## src/inc/vic_pkg.sv

```systemverilog
package vic_pkg;

   // Source ranks, 0 is the highest ranking for equal priority
   localparam int NUM_SRC   = 13;
   localparam int NUM_FLAG  = 14;
   localparam int NUM_LVL   = 4;
   localparam int SRC_EXT0  = 0;
   localparam int SRC_BO    = 1;
   localparam int SRC_WD    = 2;
   localparam int SRC_T0    = 3;
   localparam int SRC_TW    = 4;
   localparam int SRC_CONV  = 5;
   localparam int SRC_EXT1  = 6;
   localparam int SRC_KB    = 7;
   localparam int SRC_C1    = 8;
   localparam int SRC_T1    = 9;
   localparam int SRC_C2    = 10;
   localparam int SRC_SER   = 11;
   localparam int SRC_BRK   = 12;
   // Transmit-done shares the serial source with receive-done
   localparam int FLG_TX    = 13;

   // Timing in clocks and machine cycles
   localparam int MC_CLKS   = 4;
   localparam int CALL_MCS  = 4;
   localparam int CALL_CLKS = MC_CLKS * CALL_MCS;
   localparam logic [1:0] POLL_PHASE = 2'h2;

   // Reset values
   localparam logic [NUM_FLAG-1:0] FLAGS_RST = 14'h0000;
   localparam logic [NUM_LVL-1:0]  INSV_RST  = 4'h0;
   localparam logic [15:0]         VEC_RST   = 16'h0000;

   localparam logic [15:0] VEC_TABLE [NUM_SRC] = '{
      16'h0003, 16'h002B, 16'h0053, 16'h000B, 16'h0033, 16'h005B, 16'h0013,
      16'h003B, 16'h0063, 16'h001B, 16'h0043, 16'h0023, 16'h0073};

   typedef logic [3:0] vic_src_t;
   typedef logic [1:0] vic_lvl_t;

endpackage : vic_pkg

```

## src/inc/vic_arb_if.sv

```systemverilog
`timescale 1ns/1ps
interface vic_arb_if;
   import vic_pkg::*;
   logic [NUM_SRC-1:0] req;
   logic [NUM_SRC-1:0] prio_hi;
   logic [NUM_SRC-1:0] prio_lo;
   logic [NUM_LVL-1:0] in_service;
   logic               win_valid;
   vic_src_t           win_src;
   vic_lvl_t           win_lvl;

   modport ctl (output req, prio_hi, prio_lo, in_service,
                input  win_valid, win_src, win_lvl);
   modport arb (input  req, prio_hi, prio_lo, in_service,
                output win_valid, win_src, win_lvl);
endinterface : vic_arb_if

```

## src/hdl/vic_sync.sv

```systemverilog
`timescale 1ns/1ps
module vic_sync #(
   parameter int WIDTH = 1
) (
   // Clock and reset
   input  wire logic             clk,
   input  wire logic             rst_n,
   // Data
   input  wire logic [WIDTH-1:0] din,
   output logic      [WIDTH-1:0] dout
);
   typedef struct packed {
      logic [WIDTH-1:0] meta;
      logic [WIDTH-1:0] stable;
   } vic_sync_st_t;

   vic_sync_st_t st;
   vic_sync_st_t next_st;

   always_comb begin
      next_st.meta   = din;
      next_st.stable = st.meta;
   end

   always_ff @(posedge clk or negedge rst_n) begin
      if (!rst_n) begin
         st <= '0;
      end else begin
         st <= next_st;
      end
   end

   assign dout = st.stable;

endmodule : vic_sync

```

## src/hdl/vic_arb.sv

```systemverilog
`timescale 1ns/1ps
module vic_arb
   import vic_pkg::*;
(
   // Arbitration request and answer
   vic_arb_if.arb bus
);
   // Highest level first, then lowest index (fixed ranking) within a level
   always_comb begin
      int top_busy;
      logic [1:0] lvl;
      top_busy      = -1;
      lvl           = 2'h0;
      bus.win_valid = 1'b0;
      bus.win_src   = 4'h0;
      bus.win_lvl   = 2'h0;
      for (int l = 0; l < NUM_LVL; l++) begin
         if (bus.in_service[l]) begin
            top_busy = l;
         end
      end
      for (int l = NUM_LVL - 1; l >= 0; l--) begin
         for (int i = 0; i < NUM_SRC; i++) begin
            lvl = {bus.prio_hi[i], bus.prio_lo[i]};
            if (!bus.win_valid && bus.req[i] && int'(lvl) == l && l > top_busy) begin
               bus.win_valid = 1'b1;
               bus.win_src   = 4'(i);
               bus.win_lvl   = lvl;
            end
         end
      end
   end

endmodule : vic_arb

```

## src/hdl/vic_top.sv

```systemverilog
`timescale 1ns/1ps
module vic_top
   import vic_pkg::*;
(
   // Clock and reset
   input  wire logic                clk,
   input  wire logic                rst_n,
   // Asynchronous pins
   input  wire logic                ext_irq_pin0,
   input  wire logic                ext_irq_pin1,
   input  wire logic                comp1_out,
   input  wire logic                comp2_out,
   input  wire logic                brake_pin,
   // Peripheral event pulses
   input  wire logic                timer0_ovf,
   input  wire logic                timer1_ovf,
   input  wire logic                wdog_timeout,
   input  wire logic                uart_rx_done,
   input  wire logic                uart_tx_done,
   input  wire logic                conv_done,
   input  wire logic                twowire_status_new,
   input  wire logic                brownout_event,
   input  wire logic                kbd_event,
   // Configuration
   input  wire logic                ext0_trigger_select,
   input  wire logic                ext1_trigger_select,
   input  wire logic [NUM_SRC-1:0]  irq_enable,
   input  wire logic                global_irq_enable,
   input  wire logic [NUM_SRC-1:0]  prio_high_bits,
   input  wire logic [NUM_SRC-1:0]  prio_low_bits,
   // Software flag write
   input  wire logic                flag_wr,
   input  wire logic [NUM_FLAG-1:0] flag_wdata,
   // Core handshake
   input  wire logic                cpu_last_cycle,
   input  wire logic                cpu_block_instr,
   input  wire logic                reti_done,
   // Results
   output logic                     vec_call,
   output logic [15:0]              vec_addr,
   output logic [NUM_LVL-1:0]       in_service,
   output logic                     call_busy,
   output logic [NUM_FLAG-1:0]      flag_status
);
   typedef struct packed {
      logic [1:0]          phase;
      logic                mc_tick;
      logic [1:0]          ext_smp;
      logic [2:0]          pin_prev;
      logic [1:0]          warm;
      logic [NUM_FLAG-1:0] flags;
      logic [NUM_SRC-1:0]  snap;
      logic [NUM_LVL-1:0]  in_service;
      logic                busy;
      logic [4:0]          call_cnt;
      logic                vec_call;
      logic [15:0]         vec_addr;
   } vic_st_t;

   vic_st_t    st;
   vic_st_t    next_st;
   logic [4:0] pins;
   logic       issue;
   logic [NUM_FLAG-1:0] hw_set;
   logic [NUM_FLAG-1:0] hw_clr;

   vic_arb_if arb_bus ();

   vic_sync #(.WIDTH(5)) u_sync (
      .clk   (clk),
      .rst_n (rst_n),
      .din   ({brake_pin, comp2_out, comp1_out, ext_irq_pin1, ext_irq_pin0}),
      .dout  (pins)
   );

   vic_arb u_arb (
      .bus (arb_bus.arb)
   );

   assign arb_bus.req        = st.snap;
   assign arb_bus.prio_hi    = prio_high_bits;
   assign arb_bus.prio_lo    = prio_low_bits;
   assign arb_bus.in_service = st.in_service;

   // Poll at a fixed phase of the machine cycle, outside any call
   assign issue = st.phase == POLL_PHASE && !st.busy && arb_bus.win_valid
                  && cpu_last_cycle && !cpu_block_instr;

   always_comb begin
      logic [1:0] trig;
      trig   = {ext1_trigger_select, ext0_trigger_select};
      hw_set = '0;
      hw_clr = '0;
      if (st.mc_tick) begin
         hw_set[SRC_EXT0] = trig[0] && st.ext_smp[0] && !pins[0];
         hw_set[SRC_EXT1] = trig[1] && st.ext_smp[1] && !pins[1];
      end
      hw_set[SRC_T0]   = timer0_ovf;
      hw_set[SRC_T1]   = timer1_ovf;
      hw_set[SRC_WD]   = wdog_timeout;
      hw_set[SRC_SER]  = uart_rx_done;
      hw_set[FLG_TX]   = uart_tx_done;
      hw_set[SRC_CONV] = conv_done;
      // Pin history is junk until the synchroniser has filled
      if (st.warm == 2'h3) begin
         hw_set[SRC_C1]  = pins[2] != st.pin_prev[0];
         hw_set[SRC_C2]  = pins[3] != st.pin_prev[1];
         hw_set[SRC_BRK] = pins[4] && !st.pin_prev[2];
      end
      hw_set[SRC_TW]   = twowire_status_new;
      hw_set[SRC_BO]   = brownout_event;
      hw_set[SRC_KB]   = kbd_event;
      if (issue) begin
         hw_clr[SRC_T0]   = arb_bus.win_src == 4'(SRC_T0);
         hw_clr[SRC_T1]   = arb_bus.win_src == 4'(SRC_T1);
         hw_clr[SRC_EXT0] = arb_bus.win_src == 4'(SRC_EXT0) && trig[0];
         hw_clr[SRC_EXT1] = arb_bus.win_src == 4'(SRC_EXT1) && trig[1];
      end
   end

   always_comb begin
      logic [1:0]          trig;
      logic [NUM_FLAG-1:0] base;
      logic [NUM_SRC-1:0]  raw;
      trig    = {ext1_trigger_select, ext0_trigger_select};
      base    = '0;
      raw     = '0;
      next_st = st;
      next_st.phase   = st.phase + 2'h1;
      next_st.mc_tick = st.phase == 2'(MC_CLKS - 1);
      next_st.pin_prev = pins[4:2];
      next_st.vec_call = 1'b0;
      if (st.warm != 2'h3) begin
         next_st.warm = st.warm + 2'h1;
      end

      // Software write first, hardware set wins over any clear
      base = flag_wr ? flag_wdata : st.flags;
      next_st.flags = (base & ~hw_clr) | hw_set;
      if (st.mc_tick) begin
         next_st.ext_smp = pins[1:0];
         // Level mode: flag follows the inverted pin, never cleared on vectoring
         if (!trig[0]) begin
            next_st.flags[SRC_EXT0] = !pins[0];
         end
         if (!trig[1]) begin
            next_st.flags[SRC_EXT1] = !pins[1];
         end
         // Fresh snapshot every machine cycle, old requests dropped
         raw = st.flags[NUM_SRC-1:0];
         raw[SRC_SER] = st.flags[SRC_SER] | st.flags[FLG_TX];
         next_st.snap = raw & irq_enable & {NUM_SRC{global_irq_enable}};
      end

      // Completion from RETI drops the highest active level
      if (reti_done) begin
         for (int l = 0; l < NUM_LVL; l++) begin
            if (st.in_service[l] && !(|(st.in_service >> (l + 1)))) begin
               next_st.in_service[l] = 1'b0;
            end
         end
      end

      if (st.busy) begin
         next_st.call_cnt = st.call_cnt - 5'h1;
         if (st.call_cnt == 5'h0) begin
            next_st.busy = 1'b0;
         end
      end

      if (issue) begin
         // Core pushes PC only, then loads this vector
         next_st.vec_call = 1'b1;
         next_st.vec_addr = VEC_TABLE[arb_bus.win_src];
         next_st.in_service[arb_bus.win_lvl] = 1'b1;
         next_st.busy     = 1'b1;
         next_st.call_cnt = 5'(CALL_CLKS - 1);
      end
   end

   always_ff @(posedge clk or negedge rst_n) begin
      if (!rst_n) begin
         st            <= '0;
         st.flags      <= FLAGS_RST;
         st.in_service <= INSV_RST;
         st.vec_addr   <= VEC_RST;
         st.ext_smp    <= 2'h3;
      end else begin
         st <= next_st;
      end
   end

   assign vec_call    = st.vec_call;
   assign vec_addr    = st.vec_addr;
   assign in_service  = st.in_service;
   assign call_busy   = st.busy;
   assign flag_status = st.flags;
endmodule : vic_top

```

## config.mk

```make
export PLATFORM = sky130hd
export DESIGN_NAME = vic_top
export DESIGN_NICKNAME = d
export VERILOG_FILES = /design/src/inc/vic_pkg.sv /design/src/inc/vic_arb_if.sv /design/src/hdl/vic_sync.sv /design/src/hdl/vic_arb.sv /design/src/hdl/vic_top.sv
export SDC_FILE = /design/constraint.sdc
export NUM_CORES = 1
export LEC_CHECK = 0
export BUFFER_PORTS_ARGS = -buffer_cell sky130_fd_sc_hd__buf_2
export CELL_PAD_IN_SITES_DETAIL_PLACEMENT = 1
export CELL_PAD_IN_SITES_GLOBAL_PLACEMENT = 1
export CORE_MARGIN = 3
export CORE_UTILIZATION = 35
export CTS_BUF_LIST = sky130_fd_sc_hd__clkbuf_8
export DETAILED_ROUTE_END_ITERATION = 10
export GPL_ROUTABILITY_DRIVEN = 0
export PLACE_DENSITY_LB_ADDON = 0.1
export SLEW_MARGIN = 20
export SYNTH_ARGS = -nofsm -noshare
export SYNTH_HDL_FRONTEND = slang
export SYNTH_SLANG_ARGS = --single-unit
export TNS_END_PERCENT = 100
```

## constraint.sdc

```tcl
create_clock -name clk -period 7 [get_ports clk]
set_input_delay 1.05 -clock clk [delete_from_list [all_inputs] [get_ports clk]]
set_output_delay 1.05 -clock clk [all_outputs]
set_load 0.1 [all_outputs]
```

==> flow_metrics.py, run 1 <==
metrics = {
    "clock_network": {
        "cts-resized-gates": 0,
        "cts_hold_buf": 0,
        "insertion_delay_ns": 0.34,
        "cts-htree-levels": 3,
        "cts_tree": "yes",
        "clk_root_buffer_cell": "clkbuf_8",
        "tritoncts_num_sinks": 63,
        "clkSlewWorstSetupHoldPaths_ns": 0.08,
        "cts_max_path_buffers": 2,
        "cts.repair_timing.setup_buffer_count": 0,
        "cts_inserted_buffers": 9,
    },
    "worst_setup_path": {
        "worst-setup-path-type": "reg2reg",
        "crit_fanout": 21,
        "crit_arrival_ns": 4.57,
        "reg2reg_setup_slack_ns": 2.66,
        "crit-reg2reg-capture": "flag_status[9]",
        "critical_path.endpoint_type": "flop",
        "r2r-start": "in_service[3]",
        "required_ns": 7.23,
        "start_kind": "flop",
        "reg2regPathDepth": 12,
    },
    "timing": {
        "fin_tns_setup_ns": 0,
        "ratio_of_final_minimum_period_to_clock_period_pct": 62.0,
        "drv_slew": 0,
        "hold_violations": 0,
        "worstMarginPinSlew_ns": 0.850,
        "timing.slew.headroom_pct": 42.7,
        "number_of_setup_violations_in_the_final_report": 0,
        "final.setup.worst_slack_ns": 2.66,
        "timing.final.crit_period_ns": 4.34,
        "rsz0062_at_grt": "no",
        "skew_ns": 0.0114,
        "achievable_freq_mhz": 230,
    },
    "route": {
        "avgRoutedWirePerCell_um": 19.8,
        "routed_via_density": 5.67,
        "detailedRoute.firstPassIterationCount": 4,
        "wl_um": 14800,
        "drtAntennaViolNets": 0,
        "via_count": 4242,
        "drt_drc_violations_left": 0,
        "drt-initial-drc-count": 221,
    },
    "final_layout": {
        "fill_cells": 1510,
        "area_growth_syn_to_layout_pct": 14.5,
        "register_area_um2": 1580,
        "insertedDiodeCount": 0,
        "layout-drive-gt1-share_pct": 26.2,
        "total_area_of_multi_input_combinational_cells_um2": 2450,
        "net_count_final": 659,
    },
    "logic_synthesis": {
        "most_numerous_cell_in_the_yosys_netlist": "dfrtp_1",
        "synth.top_cell.area_share_pct": 34.3,
        "synth_warnings": 0,
        "synth.distinct_cells": 77,
        "synth_top_flop_cell": "dfrtp_1",
        "synth_enable_flop_cells": 0,
        "asyncSetResetFlopFracSynth_pct": 100,
        "synth-seq-cells": 63,
        "yosys.area.top_type": "dfrtp_1",
        "synth_area_leaders": "dfrtp_1, buf_4, o21ai_0",
        "synth_seq_area_share_pct": 35.5,
        "syn-cell-area_um2": 4450,
        "gate_count_post_synth": 503,
        "syn_avg_cell_area_um2": 8.85,
        "synth.top_cells.by_count": "dfrtp_1, nand2_1, buf_4",
    },
    "placed_design": {
        "dp_hpwl_um": 11900,
        "port-buffer-count": 101,
        "detailedPlace.worstSlack_ns": 2.39,
    },
    "die": {
        "die_width_um": 119,
        "initial_utilization_pct": 36.5,
        "coreArea_um2": 12200,
        "overall_die_area_um2": 14100,
        "floorplan.io_pins": 112,
        "dieHeight_um": 119,
        "num_rows": 40,
    },
    "run_status": {
        "status": "finished clean",
    },
    "min_path": {
        "whs_endpoint": "u_sync.dout[0]",
        "holdCritPathClass": "reg2reg",
        "hold_path_startpoint": "u_sync.next_st[0]",
        "hold-path-cell-count": 0,
    },
    "power": {
        "power.static_leakage_uw": 0.00224,
        "power.ir.vdd_worst_v": 0.000120,
        "pd_cells_nw_per_um2": 236,
    },
    "global_routing": {
        "first_global_vias": 4359,
        "grt_start_max_net_pins": 64,
        "global_route_wire_length_before_repair_um": 23700,
        "grt_use_total_pct": 21.3,
        "grt_remaining_overflow": 0,
        "number_of_antenna_violations_at_the_first_check_in_global_routing": 0,
    },
    "run": {
        "max_cap_viols": 0,
    },
}
## state kept, by name (all words and copies together), names as in the netlist
register	flops
flag_status	14
vec_call	1
arb_bus.req	13
u_sync.dout	5
st	15
u_sync.next_st	5
vec_addr	5
in_service	4
call_busy	1
## metrics by stage
stage	utilization (%)	instance area (um2)	std cells	total power (uW)	hold slack, ns
after floorplan	-	4490	512	770	0.331
after global placement	39.9	4870	732	843	0.332
after detailed placement	39.9	4870	732	850	0.337
after CTS	41.8	5100	748	1220	0.357
after global routing	41.8	5100	748	1270	0.363
final	41.8	5100	748	1210	0.352
## logic make-up (layout without fill, tap and decap cells)
logic type,after synthesis,in the layout,synth area share (%)
compound gates,104,104,16.4
simple gates,233,233,32.5
buf+inv,80,148,10.3
flops,63,63,35.5
mux,7,7,1.69
xor+xnor,7,7,1.38
fa+ha+maj,8,8,2.25
other cells,1,10,0.0842
## layout by cell type, fill, tap and decap left out, types with 4 or more instances in the layout
cell type and count:
nor2_1 28, nand4_1 18, nand3b_1 16, or3_1 5, clkbuf_8 9, mux2_2 4, o21ai_0 33, nor2b_1 12
dfrtp_1 61, nand3_1 13, inv_1 28, nor3b_1 10, nor4_1 13, conb_1 10, o31ai_1 7, ha_1 8
o211ai_1 4, a21oi_1 7, a31oi_1 6, nor3_1 18, buf_2 101, or2_2 4, nand4b_1 12, a211o_1 7
nand2_1 40, and3b_1 7, xnor2_1 4, nand2b_1 6
## worst max path at each step
| stage | start | end | slack (ns) | cells past startpoint |
|---|---|---|---|---|
| 5_1_grt | in_service[3] | flag_status[9] | 2.40 | 12 |
| 6_report | in_service[3] | flag_status[9] | 2.66 | 12 |
| 3_3_place_gp | prio_high_bits[1] | flag_status[9] | 2.51 | 13 |
| 2_1_floorplan | prio_low_bits[10] | vec_addr[5] | 3.05 | 11 |
| 3_5_place_dp | prio_high_bits[1] | flag_status[9] | 2.39 | 13 |
| 4_1_cts | in_service[3] | flag_status[9] | 2.70 | 12 |
## final cells by class
type                            instances  area share [%]
Clock buffer                            9            2.43
Multi-Input combinational cell        369            48.1
Sequential cell                        63            31.0
Clock inverter                          7            2.01
Inverter                               28            2.06
Tap cell                              168            4.12
Timing Repair Buffer                  104            10.4
## metal layers
metal  track usage, %  routed length (um)  vias up
met5                0                   0        -
met4             9.41                 583        0
met3             4.59                1130       39
met2             32.5                6490      166
met1             29.1                6630     2059
li1                 -                   -     1978
## report_power, final
| group | internal [uW] | switching, uW | total [uW] |
|---|---|---|---|
| Combinational | 111 | 301 | 412 |
| Sequential | 400 | 33.2 | 433 |
| Clock | 204 | 156 | 360 |
| Total | 715 | 491 | 1210 |
## critical path, stage by stage, from the launching register on
cell and delay [ns]:
dfrtp_1 0.78, nand4b_1 0.34, nand4_2 0.26, or3_2 0.58, nor3_1 0.43, nand3_1 0.17, o31ai_1 0.52, and4b_2 0.33
inv_1 0.09, ha_1 0.25, nand4_2 0.15, o31ai_1 0.24, nand2b_1 0.08
Note: power is estimated with default switching activity, not from simulation.
==> inputs of run 2 (changes only) <==
clock period = 4.55 ns   (was 7 ns; I/O delays follow)
==> run 2 against run 1 <==
Effect of this change: cell area grew 1.4%; clock skew shrank 0.0015 ns; cell count grew 0.80%; power grew 60%; non-clock buffer count grew 6; via count grew 2.4%; sequential share of layout area shrank 0.43 points; wire length grew 1.0%; register-to-register slack lost 2.4 ns; first-iteration DRC count grew 11%; critical endpoint is now vec_addr[5]; largest power group unchanged.
==> flow_metrics.py, run 2 (synthesis results as in run 1) <==
metrics = {
    "placed_design": {
        "dp_hpwl_um": 12000,
        "dp_cells": 738,
        "placed_cell_area_um2": 4920,
        "port-buffer-count": 101,
    },
    "timing": {
        "timing.slew.headroom_pct": 45.0,
        "number_of_setup_violations_in_the_final_report": 0,
        "worstMarginPinSlew_ns": 0.817,
        "drv_slew": 0,
        "fin_tns_setup_ns": 0,
        "achievable_freq_mhz": 235,
        "skew_ns": 0.00992,
        "hold_violations": 0,
        "rsz0062_at_grt": "no",
        "ratio_of_final_minimum_period_to_clock_period_pct": 93.5,
        "timing.final.crit_period_ns": 4.26,
    },
    "global_routing": {
        "grt_start_max_net_pins": 64,
        "grt_remaining_overflow": 0,
        "number_of_antenna_violations_at_the_first_check_in_global_routing": 0,
        "grt_use_total_pct": 21.5,
        "first_global_vias": 4493,
        "global_route_wire_length_before_repair_um": 23800,
    },
    "final_layout": {
        "register_area_um2": 1580,
        "layout-drive-gt1-share_pct": 27.0,
        "top_register": "st",
        "mostFrequentLayoutCell": "buf_2",
        "fill_cells": 1525,
        "total_area_of_multi_input_combinational_cells_um2": 2450,
        "net_count_final": 665,
        "insertedDiodeCount": 0,
        "final_cell_mix": "buf_2, dfrtp_1, nand2_1",
        "largest_reg_flops": 15,
        "area_growth_syn_to_layout_pct": 16.2,
        "post-route-cell-area_um2": 5170,
        "final_cells": 754,
    },
    "clock_network": {
        "cts_hold_buf": 0,
        "cts_inserted_buffers": 9,
        "tritoncts_num_sinks": 63,
        "cts_tree": "yes",
        "clk_root_buffer_cell": "clkbuf_8",
        "cts.repair_timing.setup_buffer_count": 0,
        "insertion_delay_ns": 0.34,
        "cts_max_path_buffers": 2,
        "cts-resized-gates": 0,
        "clkSlewWorstSetupHoldPaths_ns": 0.08,
        "cts-htree-levels": 3,
    },
    "route": {
        "drt-initial-drc-count": 245,
        "wl_um": 15000,
        "detailedRoute.firstPassIterationCount": 5,
        "via_count": 4345,
        "routed_via_density": 5.76,
        "drt_drc_violations_left": 0,
        "drtAntennaViolNets": 0,
        "avgRoutedWirePerCell_um": 19.9,
    },
    "run": {
        "max_cap_viols": 0,
    },
    "power": {
        "pd_cells_nw_per_um2": 372,
        "p_int_uw": 1170,
        "power.clock.fraction_pct": 31.9,
        "comb_power_share_pct": 33.5,
        "net-switching-power_uw": 752,
        "pwr-share-seq_pct": 34.6,
        "p_sw_share_pct": 39.0,
        "power.ir.vdd_worst_v": 0.000200,
        "power.static_leakage_uw": 0.00229,
        "fin_total_pwr_uw": 1930,
    },
    "worst_setup_path": {
        "start_kind": "flop",
        "crit_fanout": 21,
        "required_ns": 4.77,
        "worst-setup-path-type": "reg2reg",
        "crit_arrival_ns": 4.48,
        "critical_path.endpoint_type": "flop",
    },
    "run_status": {
        "status": "finished clean",
    },
    "die": {
        "dieHeight_um": 119,
        "coreArea_um2": 12200,
        "num_rows": 40,
        "floorplan.io_pins": 112,
        "die_width_um": 119,
        "initial_utilization_pct": 36.5,
        "overall_die_area_um2": 14100,
    },
    "min_path": {
        "holdCritPathClass": "reg2reg",
    },
}
run 2: power groups by stage:
stage / Clock (uW) / Sequential (uW) / Combinational, uW
finish: 615 / 666 / 645
global route: 663 / 676 / 696
CTS: 636 / 666 / 645
detailed placement: 0 / 676 / 642
global placement: 0 / 674 / 633
floorplan: 0 / 673 / 513
run 2: path summary, 6_finish.rpt:
kind	start	endpoint	slack (ns)	depth (start not counted)
max in group asynchronous	rst_n	call_busy	3.50	2
min in group asynchronous	rst_n	vec_addr[5]	0.48	2
min	u_sync.next_st[0]	u_sync.dout[0]	0.35	0
min reg2reg	u_sync.next_st[0]	u_sync.dout[0]	0.35	0
max	in_service[3]	vec_addr[5]	0.29	11
max reg2reg	in_service[3]	vec_addr[5]	0.29	11
run 2: cell type report:
type	count	share of cell area, %
tap	168	4.06
sequential	63	30.5
multi-input combinational	369	47.4
inverter	28	2.03
clock inverter	6	2.25
timing repair buffer	110	11.1
clock buffer	10	2.66
run 2: stage by stage:
step / hold slack, ns / setup WS (ns) / util (%)
4_1_cts: 0.355 / 0.347 / 42.4
3_3_place_gp: 0.333 / 0.363 / 40.3
2_1_floorplan: 0.331 / 0.963 / -
5_1_grt: 0.362 / 0.0249 / 42.4
3_5_place_dp: 0.337 / 0.321 / 40.3
6_report: 0.353 / 0.294 / 42.4
run 2: routing by layer:
layer	GRT usage (%)	wire (um)
met1	28.5	6500
met2	32.8	6660
met3	6.36	1330
met4	8.76	499
met5	0	0
run 2: worst max-delay path: stages, from the launching register on:
cell	delay [ns]
dfrtp_1	0.74
nand4b_1	0.31
nand4_2	0.23
or3_2	0.59
nor3_1	0.42
nand3_1	0.18
o31ai_1	0.51
and4b_2	0.33
inv_1	0.09
ha_1	0.26
nor4b_1	0.35
o31ai_1	0.12
